--- src/rtl/cils_pkg.sv ---
// package for the camera i/o line status block: register map, line indices, fields
// assumes a single 125 MHz clock and a simple strobe register port
package cils_pkg;
   // ==========================================
   // register offsets (byte addresses)
   localparam logic [7:0] CILS_OFF_SELECT   = 8'h00;
   localparam logic [7:0] CILS_OFF_MODE     = 8'h04;
   localparam logic [7:0] CILS_OFF_STATUS   = 8'h08;
   localparam logic [7:0] CILS_OFF_ALL      = 8'h0C;
   localparam logic [7:0] CILS_OFF_OUTVAL   = 8'h10;
   // ==========================================
   // line indices
   localparam logic [1:0] CILS_LINE_INPUT   = 2'h1;
   localparam logic [1:0] CILS_LINE_OUTPUT  = 2'h2;
   localparam logic [1:0] CILS_LINE_GPIO    = 2'h3;
   localparam int         CILS_NUM_LINES    = 3;
   // ==========================================
   // resets and fields
   localparam logic [1:0] CILS_SELECT_RESET = 2'h1;
   localparam logic       CILS_MODE_INPUT   = 1'b0;
   localparam logic       CILS_MODE_OUTPUT  = 1'b1;
   localparam logic       CILS_OUTVAL_RESET = 1'b0;
   localparam logic [31:0] CILS_UNMAPPED    = 32'h0000_0000;

   typedef struct packed {
      logic [7:0]  addr;
      logic [31:0] wdata;
      logic        wr;
      logic        rd;
   } cils_req_t;
endpackage : cils_pkg

--- src/rtl/cils_top.sv ---
// camera i/o line status: gpio direction, per-line level and all-lines word
// assumes a master that never issues read and write together
// How it works
// after reset the gpio line is an input
// software sets gpio direction to input or output
// gpio line is addressed as line index 3
// status flag reads selected line level, one for high
// software reads output level by selecting line 2 then reading status
// all-lines word is 32 bits, bit one means line high
// one read returns all line levels sampled together
// line n sits at bit n, unused bits read zero
//
// The plain strobed port and the address map were chosen for this implementation.
module cils_top (
   input  wire logic        SYS_CLK,
   input  wire logic        RST,
   input  wire logic [7:0]  ADDR,
   input  wire logic [31:0] WDATA,
   input  wire logic        WR,
   input  wire logic        RD,
   output logic      [31:0] RDATA,
   input  wire logic        IN_LINE,
   output logic             OUT_LINE,
   input  wire logic        GPIO_I,
   output logic             GPIO_O,
   output logic             GPIO_OE
);
   // ==========================================
   // register port
   cils_pkg::cils_req_t req;
   assign req = '{addr: ADDR, wdata: WDATA, wr: WR, rd: RD};

   logic [1:0] line_sel;
   logic       gpio_mode;
   logic [1:0] out_val;
   logic [2:0] lvl;
   logic [31:0] next_rdata;

   wire hit_sel    = req.addr == cils_pkg::CILS_OFF_SELECT;
   wire hit_mode   = req.addr == cils_pkg::CILS_OFF_MODE;
   wire hit_status = req.addr == cils_pkg::CILS_OFF_STATUS;
   wire hit_all    = req.addr == cils_pkg::CILS_OFF_ALL;
   wire hit_outval = req.addr == cils_pkg::CILS_OFF_OUTVAL;
   wire hit_any    = hit_sel || hit_mode || hit_status || hit_all || hit_outval;
   // gpio line index
   wire sel_gpio   = line_sel == cils_pkg::CILS_LINE_GPIO;

   // ==========================================
   // settings registers

   always_ff @(posedge SYS_CLK) begin
      if (RST) begin
         line_sel <= cils_pkg::CILS_SELECT_RESET;
      end else if (req.wr && hit_sel) begin
         line_sel <= req.wdata[1:0];
      end
   end

   // default selection
   sel_reset_a : assert property (@(posedge SYS_CLK) RST |=> line_sel == cils_pkg::CILS_SELECT_RESET)
      else $error("line selector not at its reset value");

   // selector write
   sel_write_a : assert property (@(posedge SYS_CLK) disable iff (RST)
      (req.wr && hit_sel) |=> line_sel == $past(req.wdata[1:0]))
      else $error("line selector not updated");

   // input after reset
   // direction write
   // mode writes act only on the gpio line; the others have fixed direction
   always_ff @(posedge SYS_CLK) begin
      if (RST) begin
         gpio_mode <= cils_pkg::CILS_MODE_INPUT;
      end else if (req.wr && hit_mode && sel_gpio) begin
         gpio_mode <= req.wdata[0];
      end
   end

   // input never sinks
   oe_input_a : assert property (@(posedge SYS_CLK)
      gpio_mode == cils_pkg::CILS_MODE_INPUT |-> !GPIO_OE)
      else $error("gpio driven while set as input");

   // bit 0 drives the output line, bit 1 the gpio when it is an output
   always_ff @(posedge SYS_CLK) begin
      if (RST) begin
         out_val <= {cils_pkg::CILS_OUTVAL_RESET, cils_pkg::CILS_OUTVAL_RESET};
      end else if (req.wr && hit_outval) begin
         out_val <= req.wdata[1:0];
      end
   end

   // drive value write
   drive_write_a : assert property (@(posedge SYS_CLK) disable iff (RST)
      (req.wr && hit_outval) |=> OUT_LINE == $past(req.wdata[0]))
      else $error("output line not updated");

   // unmapped write ignored
   wr_unmapped_a : assert property (@(posedge SYS_CLK) disable iff (RST)
      (req.wr && !hit_any) |=> $stable(line_sel) && $stable(gpio_mode) && $stable(out_val))
      else $error("unmapped write changed a setting");

   assign OUT_LINE = out_val[0];
   // open collector: only pulls low, so enable while output and driving low
   assign GPIO_O   = 1'b0;
   assign GPIO_OE  = (gpio_mode == cils_pkg::CILS_MODE_OUTPUT) && !out_val[1];

   // ==========================================
   // line levels; the output line is read back from its own drive
   logic [1:0] raw_sync;
   cils_sync u_sync (
      .clk  (SYS_CLK),
      .rst  (RST),
      .din  ({GPIO_I, IN_LINE, OUT_LINE}),
      .dout (lvl)
   );
   assign raw_sync = lvl[2:1];

   // two-cycle sampling delay
   // the synced copy of the output line is watched only here, as a check on that delay
   sync_delay_a : assert property (@(posedge SYS_CLK) disable iff (RST)
      (!$past(RST) && !$past(RST, 2)) |-> lvl[0] == $past(OUT_LINE, 2))
      else $error("line sampling delay wrong");

   // ==========================================
   // all-lines word
   // index 0 names no line, so its bit is zero
   wire [cils_pkg::CILS_LINE_GPIO:0] line_level = {raw_sync[1], out_val[0], raw_sync[0], 1'b0};
   wire [31:0]                       all_word;
   // line n at bit n
   for (genvar bit_idx = 0; bit_idx < 32; bit_idx++) begin : g_all_bit
      if (bit_idx <= cils_pkg::CILS_LINE_GPIO) begin : g_line
         assign all_word[bit_idx] = line_level[bit_idx];
      end else begin : g_unused
         assign all_word[bit_idx] = 1'b0;
      end
   end
   // selected line level
   // line 2 reads its driven level
   wire sel_level = (line_sel == cils_pkg::CILS_LINE_INPUT)  ? raw_sync[0] :
                    (line_sel == cils_pkg::CILS_LINE_OUTPUT) ? out_val[0] :
                    sel_gpio ? raw_sync[1] : 1'b0;

   wire [31:0] mode_word = {31'h00000000, sel_gpio ? gpio_mode :
                           (line_sel == cils_pkg::CILS_LINE_OUTPUT)};

   // ==========================================
   // read data
   // R6 32-bit word
   // all lines in one read
   assign next_rdata = !req.rd     ? 32'h00000000 :
                       hit_sel     ? {30'h00000000, line_sel} :
                       hit_mode    ? mode_word :
                       hit_status  ? {31'h00000000, sel_level} :
                       hit_all     ? all_word :
                       hit_outval  ? {30'h00000000, out_val} :
                       cils_pkg::CILS_UNMAPPED;

   always_ff @(posedge SYS_CLK) begin
      if (RST) begin
         RDATA <= 32'h00000000;
      end else begin
         RDATA <= next_rdata;
      end
   end

   // ==========================================
   // checks
   // reset direction
   reset_input_a : assert property (@(posedge SYS_CLK) RST |=> !GPIO_OE)
      else $error("gpio not input after reset");
   // direction write
   dir_write_a : assert property (@(posedge SYS_CLK) disable iff (RST)
      (req.wr && hit_mode && sel_gpio) |=> gpio_mode == $past(req.wdata[0]))
      else $error("gpio direction not updated");
   // direction readback
   mode_read_a : assert property (@(posedge SYS_CLK) disable iff (RST)
      (req.rd && hit_mode && sel_gpio) |=> RDATA == {31'h00000000, $past(gpio_mode)})
      else $error("gpio direction readback wrong");
   // output line reads as an output
   out_mode_a : assert property (@(posedge SYS_CLK) disable iff (RST)
      (req.rd && hit_mode && line_sel == cils_pkg::CILS_LINE_OUTPUT) |=> RDATA[0] == cils_pkg::CILS_MODE_OUTPUT)
      else $error("output line direction readback wrong");
   // index 3 only
   gpio_index_a : assert property (@(posedge SYS_CLK) disable iff (RST)
      (req.wr && hit_mode && !sel_gpio) |=> $stable(gpio_mode))
      else $error("non-gpio selection changed gpio direction");
   // status read
   status_read_a : assert property (@(posedge SYS_CLK) disable iff (RST)
      (req.rd && hit_status) |=> RDATA == {31'h00000000, $past(sel_level)})
      else $error("status flag wrong");
   // input line flag
   in_status_a : assert property (@(posedge SYS_CLK) disable iff (RST)
      (req.rd && hit_status && line_sel == cils_pkg::CILS_LINE_INPUT) |=> RDATA[0] == $past(lvl[1]))
      else $error("input line flag wrong");
   // gpio line flag
   gpio_status_a : assert property (@(posedge SYS_CLK) disable iff (RST)
      (req.rd && hit_status && sel_gpio) |=> RDATA[0] == $past(lvl[2]))
      else $error("gpio line flag wrong");
   // output readback
   out_readback_a : assert property (@(posedge SYS_CLK) disable iff (RST)
      (req.rd && hit_status && line_sel == cils_pkg::CILS_LINE_OUTPUT) |=> RDATA[0] == OUT_LINE)
      else $error("output line readback wrong");
   // unused bits zero
   all_upper_a : assert property (@(posedge SYS_CLK) disable iff (RST)
      (req.rd && hit_all) |=> RDATA[31:4] == 28'h0000000 && RDATA[0] == 1'b0)
      else $error("all-lines upper bits not zero");
   // same sample
   all_sample_a : assert property (@(posedge SYS_CLK) disable iff (RST)
      (req.rd && hit_all) |=> RDATA[3:1] == $past({lvl[2], OUT_LINE, lvl[1]}))
      else $error("all-lines word not one sample");
   // bit positions
   bit_place_a : assert property (@(posedge SYS_CLK) disable iff (RST)
      (req.rd && hit_all) |=> RDATA[2] == $past(OUT_LINE))
      else $error("output line bit misplaced");
   unmapped_a : assert property (@(posedge SYS_CLK) disable iff (RST)
      (req.rd && !hit_any) |=> RDATA == 32'h00000000)
      else $error("unmapped read not zero");
   // read data only after a read
   // a zero between reads keeps a stale word from being taken twice
   idle_rdata_a : assert property (@(posedge SYS_CLK) disable iff (RST)
      !req.rd |=> RDATA == 32'h00000000)
      else $error("read data not zero outside a read");
   // drive value readback
   drive_read_a : assert property (@(posedge SYS_CLK) disable iff (RST)
      (req.rd && hit_outval) |=> RDATA == {30'h00000000, $past(out_val)})
      else $error("drive value readback wrong");
endmodule : cils_top

--- src/rtl/cils_sync.sv ---
// two-flop synchroniser for the external line levels
// assumes the lines are asynchronous to SYS_CLK
module cils_sync (
   input  wire logic                            clk,
   input  wire logic                            rst,
   input  wire logic [cils_pkg::CILS_NUM_LINES-1:0] din,
   output logic      [cils_pkg::CILS_NUM_LINES-1:0] dout
);
   logic [cils_pkg::CILS_NUM_LINES-1:0] stage1;
   always_ff @(posedge clk) begin
      if (rst) begin
         stage1 <= '0;
         dout   <= '0;
      end else begin
         stage1 <= din;
         dout   <= stage1;
      end
   end
endmodule : cils_sync

--- config.mk ---
export PLATFORM = sky130hd
export DESIGN_NAME = cils_top
export DESIGN_NICKNAME = d
export VERILOG_FILES = /design/src/rtl/cils_pkg.sv /design/src/rtl/cils_top.sv /design/src/rtl/cils_sync.sv
export SDC_FILE = /design/constraint.sdc
export NUM_CORES = 1
export LEC_CHECK = 0
export BUFFER_PORTS_ARGS = -buffer_cell sky130_fd_sc_hd__buf_2
export CELL_PAD_IN_SITES_DETAIL_PLACEMENT = 1
export CELL_PAD_IN_SITES_GLOBAL_PLACEMENT = 1
export CORE_ASPECT_RATIO = 1.25
export CORE_UTILIZATION = 23
export CTS_BUF_LIST = sky130_fd_sc_hd__clkbuf_8
export DETAILED_ROUTE_END_ITERATION = 16
export PLACE_DENSITY_LB_ADDON = 0.1
export SETUP_SLACK_MARGIN = 0.05
export SYNTH_ARGS = -nofsm -noshare
export SYNTH_HDL_FRONTEND = slang
export SYNTH_SLANG_ARGS = --single-unit
--- constraint.sdc ---
create_clock -name SYS_CLK -period 3.4 [get_ports SYS_CLK]
set_input_delay 0.68 -clock SYS_CLK [delete_from_list [all_inputs] [get_ports SYS_CLK]]
set_output_delay 0.68 -clock SYS_CLK [all_outputs]
set_load 0.01 [all_outputs]
# Yosys cells after proc, flatten, opt, wreduce, memory -nomap -nowiden
# Index checks and enable logic that the tools add are counted.
# word_totals
elab_cells	35
reg_bits	43
out_inout_bits	35
# classes
n_reduce_logical	10
eq_ne	7
bitwise	1
mux	9
# ops
op	count
$eq 8x4->1 const B	2
$eq 8x3->1 const B	1
$eq 8x5->1 const B	1
$logic_not 8->1	1
$mux 2	4
$reduce_or 6->1	1
$logic_and 1x1->1	5
$reduce_or 5->1	1
$eq 2x2->1 const B	2
$mux 1	4
$mux 4	1
$eq 2x1->1 const B	1
$reduce_or 2->1	1
$logic_not 1->1	1
$not 1->1	1

# Logic depth before layout (Yosys ltp)
# Gate-level depths: netlist of run 1.
# logic_depth
depth_word	7
depth_mapped	5
ltp_nobuf	4

# Cells and area by module
# Synthesis of run 1 repeated with hierarchy kept, for this count alone.
# hier_totals
cells_unflattened	96
hier_area_um2	854.6
# by_module_without_submodules
mod	cells_per_inst	area_per_inst_um2	n_inst
cils_top	84	696.9	1
cils_sync	12	157.7	1

# Least setup slack after synthesis of run 1
# Ideal clock, no wire load.
# synth_timing
path_kind	input to register
startpoint	in ADDR[3]
endpoint	reg out_val[0]
required_time_ns	3.272
path_buffers	1
path_slack_ns	1.851
setup_time_ns	0.128
cell_stages	5
t_arrival_ns	1.421
cell_sequence	buf_2 nor3b_1 nand3_1 mux2i_1 nor2_1
# synth_via
elab_chain_cells	2
# synth_lines
item	line	source
from (decl)	cils_top.sv:17	input wire logic [7:0] ADDR,
$eq 8x5->1	cils_top.sv:43	wire hit_outval = req.addr == cils_pkg::CILS_OFF_OUTVAL;
$logic_and 1x1->1	cils_top.sv:88	end else if (req.wr && hit_outval) begin
to (signal assigned)	cils_top.sv:87	out_val <= {cils_pkg::CILS_OUTVAL_RESET, cils_pkg::CILS_OUTVAL_RESET};
to (signal assigned)	cils_top.sv:89	out_val <= req.wdata[1:0];
to (decl)	cils_top.sv:35	logic [1:0] out_val;
# Every way passes these cells.
# A chain may end at the register's enable or synchronous reset.

# Worst setup path in the final report of run 1
# layout_timing
startpoint	reg gpio_mode
endpoint	out GPIO_OE
# layout_via
elab_chain_cells	1
# layout_lines
item	line	source
from (decl)	cils_top.sv:34	logic gpio_mode;
from (signal assigned)	cils_top.sv:73	gpio_mode <= cils_pkg::CILS_MODE_INPUT;
from (signal assigned)	cils_top.sv:75	gpio_mode <= req.wdata[0];
$logic_and 1x1->1	cils_top.sv:106	assign GPIO_OE = (gpio_mode == cils_pkg::CILS_MODE_OUTPUT) && !out_val[1];
to (decl)	cils_top.sv:26	output logic GPIO_OE
# Every way passes these cells.

==> results.ini, run 1 <==
[sta]
max_freq_mhz=650
drv_slew=0
skew_ps=6.15
min_period_ps=1540
hold_violations=0
finalSetupTns_ps=0
setup_viol_count_final=0
rsz0062_at_grt=no
finalCritPeriodShare=0.452

[routing]
vias_per_cell=3.89
vias=584
firstDrtPassIters=3
drt_iter0_markers=5
wl_mm=1.47
ant_nets=0
drc=0
wl_per_cell_um=9.80

[floorplanning]
io_pins=81
die_y_um=67.2
fp.coreArea_um2=3220
die-area_um2=3640
num_rows=23
initial_core_util=0.243
die_w_um=54.2

[synth]
ys_seq_area_frac=0.333
synth_top_area_frac=0.333
yosys-top-cells-count=buf_4, dfxtp_1, nor2_1
synth-async-reset-ratio=0
yosysWarningCount=0
syn-instance-count=91
yosysUniqueCellTypes=26
synth_area_um2=782
synth_edf_count=0
synth-seq-cells=13
postSynthAreaPerCell_um2=8.59
synth_area_leaders=dfxtp_1, buf_4, mux2i_1, nor2b_1, nor2_1
yosysTopAreaCell=dfxtp_1
synth_most_common_cell=buf_4
synth-main-ff-cell=dfxtp_1

[cts]
cts_tree=yes
clk_latency_ps=240
cts_resized=0
clockBufferDepth=2
clk_pin_slew_worst_paths_ps=60
clock_sinks=13
clockRootBuffer=clkbuf_8
cts_setup_buffers=0
cts_max_level=1
numCtsBuffers=3
hold_buffers=0

[cells_and_area]
antenna_cells=0
final_nets=160
area_growth_pct=9.60
layout-drive-gt1-share=0.230
nFillCells=400

[worst_setup_path]
slowest_stage=dfxtp_1
cp.required_ps=2720
crit_arrival_ps=860
worst_path_dominant_cell_family=flip-flops
crit_chain=nor2b_1 -> buf_2
critPathBufInv=1
critPathKind=reg -> out
crit_fanout=3
max_stage_delay_ps=350
cp-start-kind=flip-flop
setup.worst_path.end_class=output port

[pwr]
power_density_nw_per_um2=381
ir_drop_v=0.000130
leakagePower_nw=0.435
total_power_mw=0.326

[global_route]
antenna_found_initial=0
grt_overflow=0
grt_max_degree=12
grt_pass1_wl_mm=2.30
grt_pass1_vias=532
track_usage=0.0886

[status]
status=finished clean

[hold_path]
hold_path.class=reg -> reg

[placement]
dp_hpwl_mm=1.22
numPortBuffers=21
globalplace.congestion=0.718

[flow_run]
drv_cap=0

## cell type report
type                            count  area (um2)  share of cell area
Multi-Input combinational cell     71         385               0.450
Sequential cell                    13         260               0.304
Timing Repair Buffer               21         105               0.123
Tap cell                           37        46.3              0.0540
Clock buffer                        3        41.3              0.0482
Inverter                            4        15.0              0.0175
Clock inverter                      1        3.75             0.00438
## where the power goes
part | internal (mW) | switching, mW | leakage, nW | total, mW
Clock | 0.0795 | 0.0533 | 0.0269 | 0.133
Combinational | 0.0115 | 0.0265 | 0.302 | 0.0380
Sequential | 0.155 | 0.000705 | 0.106 | 0.155
Total | 0.246 | 0.0806 | 0.435 | 0.326
## worst register-to-register path, delay by kind of cell, from the launching register on
| family | cells | cell delay (ps) |
|---|---|---|
| AOI/OAI and AO/OA | 3 | 600 |
| DFF | 1 | 440 |
| and+or+nand+nor | 1 | 80 |
## registers in the layout, summed over array words and instances (netlist names)
| name | count |
|---|---|
| u_sync.stage1 | 2 |
| u_sync.dout | 2 |
| RDATA | 4 |
| gpio_mode | 1 |
| out_val | 2 |
| line_sel | 2 |
## placed cells by master, fill, tap and decap left out, drive strengths merged
cell	n
clkbuf	3
a2bb2oi	1
nand2	3
dfxtp	13
nor2b	5
and4bb	1
a21oi	3
nand3b	1
nand4	1
nand3	3
a21boi	1
a31oi	1
o31a	1
buf	21
nor2	6
or2b	1
conb	29
a2111oi	1
mux2i	4
o211ai	1
nor3	5
inv	5
nor3b	2
nor4b	1
## metal layers
metal  global-route usage  part of all wire  up-vias
met5                    0                 0        -
met4               0.0577             0.010        0
met3               0.0270             0.088        2
met2                0.142              0.52       29
met1               0.0988              0.38      266
li1                     -                 -      287
## logic make-up after synthesis
| kind of cell | Yosys count | share of synthesized area |
|---|---|---|
| buf+inv | 35 | 0.309 |
| flops | 13 | 0.333 |
| mux | 4 | 0.0512 |
| other cells | 1 | 0.00480 |
| compound gates | 9 | 0.0880 |
| simple gates | 29 | 0.214 |
## final timing paths
check                    from        endpoint  slack, ps  cells after the start
max reg2reg       line_sel[0]        RDATA[0]       2200                      4
min reg2reg  u_sync.stage1[2]  u_sync.dout[2]        440                      1
max                 gpio_mode         GPIO_OE       1860                      2
min          u_sync.stage1[2]  u_sync.dout[2]        440                      1
## through the flow
stage | std cells | utilization | hold WS [ps] | cell area (um2) | setup WS [ps]
2_1_floorplan | 119 | - | 414 | 887 | 1850
3_3_place_gp | 146 | 0.252 | 420 | 812 | 1620
3_5_place_dp | 146 | 0.252 | 432 | 812 | 1590
4_1_cts | 150 | 0.266 | 443 | 857 | 1840
5_1_grt | 150 | 0.266 | 454 | 857 | 1730
6_report | 150 | 0.266 | 436 | 857 | 1860
No activity file was read; power rests on OpenSTA's default activity.
==> run 2, diff against run 1 <==
Settings changed: ABC_AREA from default to 1.
Clock period 3.4 ns to 1.5 ns, I/O delays scaled along.
==> run 2 against run 1 <==
Effect of this change: the run now ends with design-rule violations left; largest power group unchanged; synthesized cell count grew 44%; global-route usage rose by 0.97 points; clock power is 140% higher; hold slack got worse by 180 ps; clock-buffer cell count did not move; sequential power rose by 130%; highest routed layer unchanged; first-iteration DRC count is 60% higher.
==> results.ini, run 2 <==
[status]
status=finished, violations left
violations=design-rule violations

[sta]
skew_ps=4.75  ; -1.40 ps
setup_ws_ps=353  ; -1510 ps
min_period_ps=1150
finalCritPeriodShare=0.765
setup_viol_count_final=0  ; unchanged
drv_slew=0  ; unchanged
max_freq_mhz=872
hold_violations=0  ; unchanged
rsz0062_at_grt=no
finalSetupTns_ps=0  ; unchanged

[worst_setup_path]
reg2reg_slack_ps=460  ; -1740 ps
critPathKind=reg -> out
cp_num_cells=1  ; -1
r2r_cells=7  ; +3
worst_path_dominant_cell_family=flip-flops
crit_chain=buf_2
crit_arrival_ps=850  ; about the same
critPathBufInv=1  ; unchanged
crit_start=out_val[0]
cp.required_ps=1200  ; -1520 ps
r2r-end=RDATA[0]
cp-start-kind=flip-flop
endpoint=OUT_LINE
crit_fanout=5  ; +2
r2r-start=line_sel[1]
max_stage_delay_ps=420  ; +70 ps
setup.worst_path.end_class=output port
slowest_stage=dfxtp_1

[synth]
ys_seq_area_frac=0.292  ; -0.0411
yosysUniqueCellTypes=19  ; -27%
synth_top_area_frac=0.292  ; -0.0411
synth_most_common_cell=buf_4
synth-async-reset-ratio=0  ; unchanged
synth_edf_count=0  ; unchanged
yosys-top-cells-count=buf_4, nand2_1, inv_1
synth_area_um2=892  ; +14%
synth-seq-cells=13  ; unchanged
yosysWarningCount=0  ; unchanged
synth-main-ff-cell=dfxtp_1
syn-instance-count=131  ; +44%
yosysTopAreaCell=dfxtp_1
postSynthAreaPerCell_um2=6.81  ; -21%
synth_area_leaders=dfxtp_1, buf_4, nand3_1, nand2_1, inv_1

[cells_and_area]
nFillCells=476  ; +19%
area_growth_pct=9.12
largest_reg_flops=4  ; unchanged
final_nets=201  ; +26%
antenna_cells=0  ; unchanged
stdcell_count=193  ; +29%
final_cell_mix=conb_1, buf_2, nand2_1, inv_1
layout-drive-gt1-share=0.273  ; +0.0426
final_common_cell=conb_1
top_register=RDATA

[global_route]
grt_max_degree=9  ; -3
grt_overflow=0  ; unchanged
track_usage=0.0984  ; +0.00975
antenna_found_initial=0  ; unchanged
grt_pass1_wl_mm=3.04  ; +32%
grt_pass1_vias=713  ; +34%

[cts]
numCtsBuffers=3  ; unchanged
hold_buffers=0  ; unchanged
cts_setup_buffers=0  ; unchanged
cts_max_level=1  ; unchanged
cts_tree=yes
clock_sinks=13  ; unchanged
clk_latency_ps=250  ; about the same
clockBufferDepth=2  ; unchanged
clockRootBuffer=clkbuf_8
clk_pin_slew_worst_paths_ps=60  ; about the same
cts_resized=0  ; unchanged

[floorplanning]
die-area_um2=4130  ; +14%
io_pins=81  ; unchanged
die_y_um=71.6  ; +6.6%
num_rows=24  ; +4.3%
initial_core_util=0.248  ; +0.00495
fp.coreArea_um2=3600  ; +12%
die_w_um=57.7  ; +6.6%

[pwr]
ir_drop_v=0.000280  ; +120%
power_density_nw_per_um2=789  ; +110%
leakagePower_nw=0.532  ; +22%

[placement]
pre_cts_ws_ps=328  ; -1260 ps
globalplace.congestion=0.708  ; -1.4%
numPortBuffers=21  ; unchanged
dp.cells=189  ; +29%
dp_hpwl_mm=1.62  ; +32%

[routing]
drc=5  ; +5
vias=756  ; +29%
ant_nets=0  ; unchanged
wl_per_cell_um=9.72  ; -0.81%
drt_iter0_markers=8  ; +3
firstDrtPassIters=9  ; +6
wl_mm=1.88  ; +28%
vias_per_cell=3.92  ; +0.61%

[flow_run]
drv_cap=0  ; unchanged

[hold_path]
hold_path.class=in -> reg

==> run 2: cell types whose count changed after synthesis, moves of 5 or more <==
cell	delta
inv_1	+12
inv_2	+5
nand2_1	+16
nand3_1	+12
nor2_1	+9
nor2_2	+5
nor2b_1	-5
==> run 2: cell type report <==
class,count,area (um2),area share
flip-flops and latches,13,260,0.267
clock buffers,3,41.3,0.0424
well taps,39,48.8,0.0501
inverters,21,78.8,0.0810
repair buffers,21,105,0.108
clock inverters,1,3.75,0.00386
multi-input cells,95,435,0.447
==> run 2: power by group <==
part           switching (mW)  internal (mW)  leakage, nW
Combinational          0.0744         0.0265        0.400
Sequential            0.00188          0.351        0.106
Clock                   0.133          0.181       0.0269
Total                   0.210          0.558        0.532
==> run 2: worst min-delay path: cells and delay by family <==
family | cells | cell delay (ps)
AND/OR/NAND/NOR | 1 | 70
buffers and inverters | 2 | 100
==> run 2: cells by family after synthesis <==
logic type      count (synthesis)  share of synthesized area
other cells                     1                    0.00420
compound gates                  4                     0.0309
simple gates                   62                      0.335
flops                          13                      0.292
buf+inv                        51                      0.338
==> run 2: how the worst min path moves through the flow <==
stage                          start          endpoint  slack [ps]  depth (start not counted)
finish                        GPIO_I  u_sync.stage1[2]         260                          3
global placement    u_sync.stage1[2]    u_sync.dout[2]         390                          2
floorplan           u_sync.stage1[1]    u_sync.dout[1]         390                          2
detailed placement  u_sync.stage1[1]    u_sync.dout[1]         400                          2
CTS                           GPIO_I  u_sync.stage1[2]         260                          3
global route                 IN_LINE  u_sync.stage1[1]         290                          3
==> run 2: layer usage <==
| metal | up-vias | routed length (um) | track usage |
|---|---|---|---|
| met5 | - | 0 | 0 |
| met1 | 337 | 726 | 0.106 |
| li1 | 381 | - | - |
| met3 | 5 | 120 | 0.0126 |
| met2 | 33 | 965 | 0.171 |
| met4 | 0 | 63 | 0.0794 |
==> run 2: per-stage QoR <==
stage	hold slack [ps]	instance area, um2	utilization	power, mW
final	259	973	0.270	0.768
after CTS	256	973	0.270	0.783
after floorplan	388	997	-	0.482
after detailed placement	398	928	0.258	0.461
after global placement	391	928	0.258	0.459
after global routing	285	973	0.270	0.806
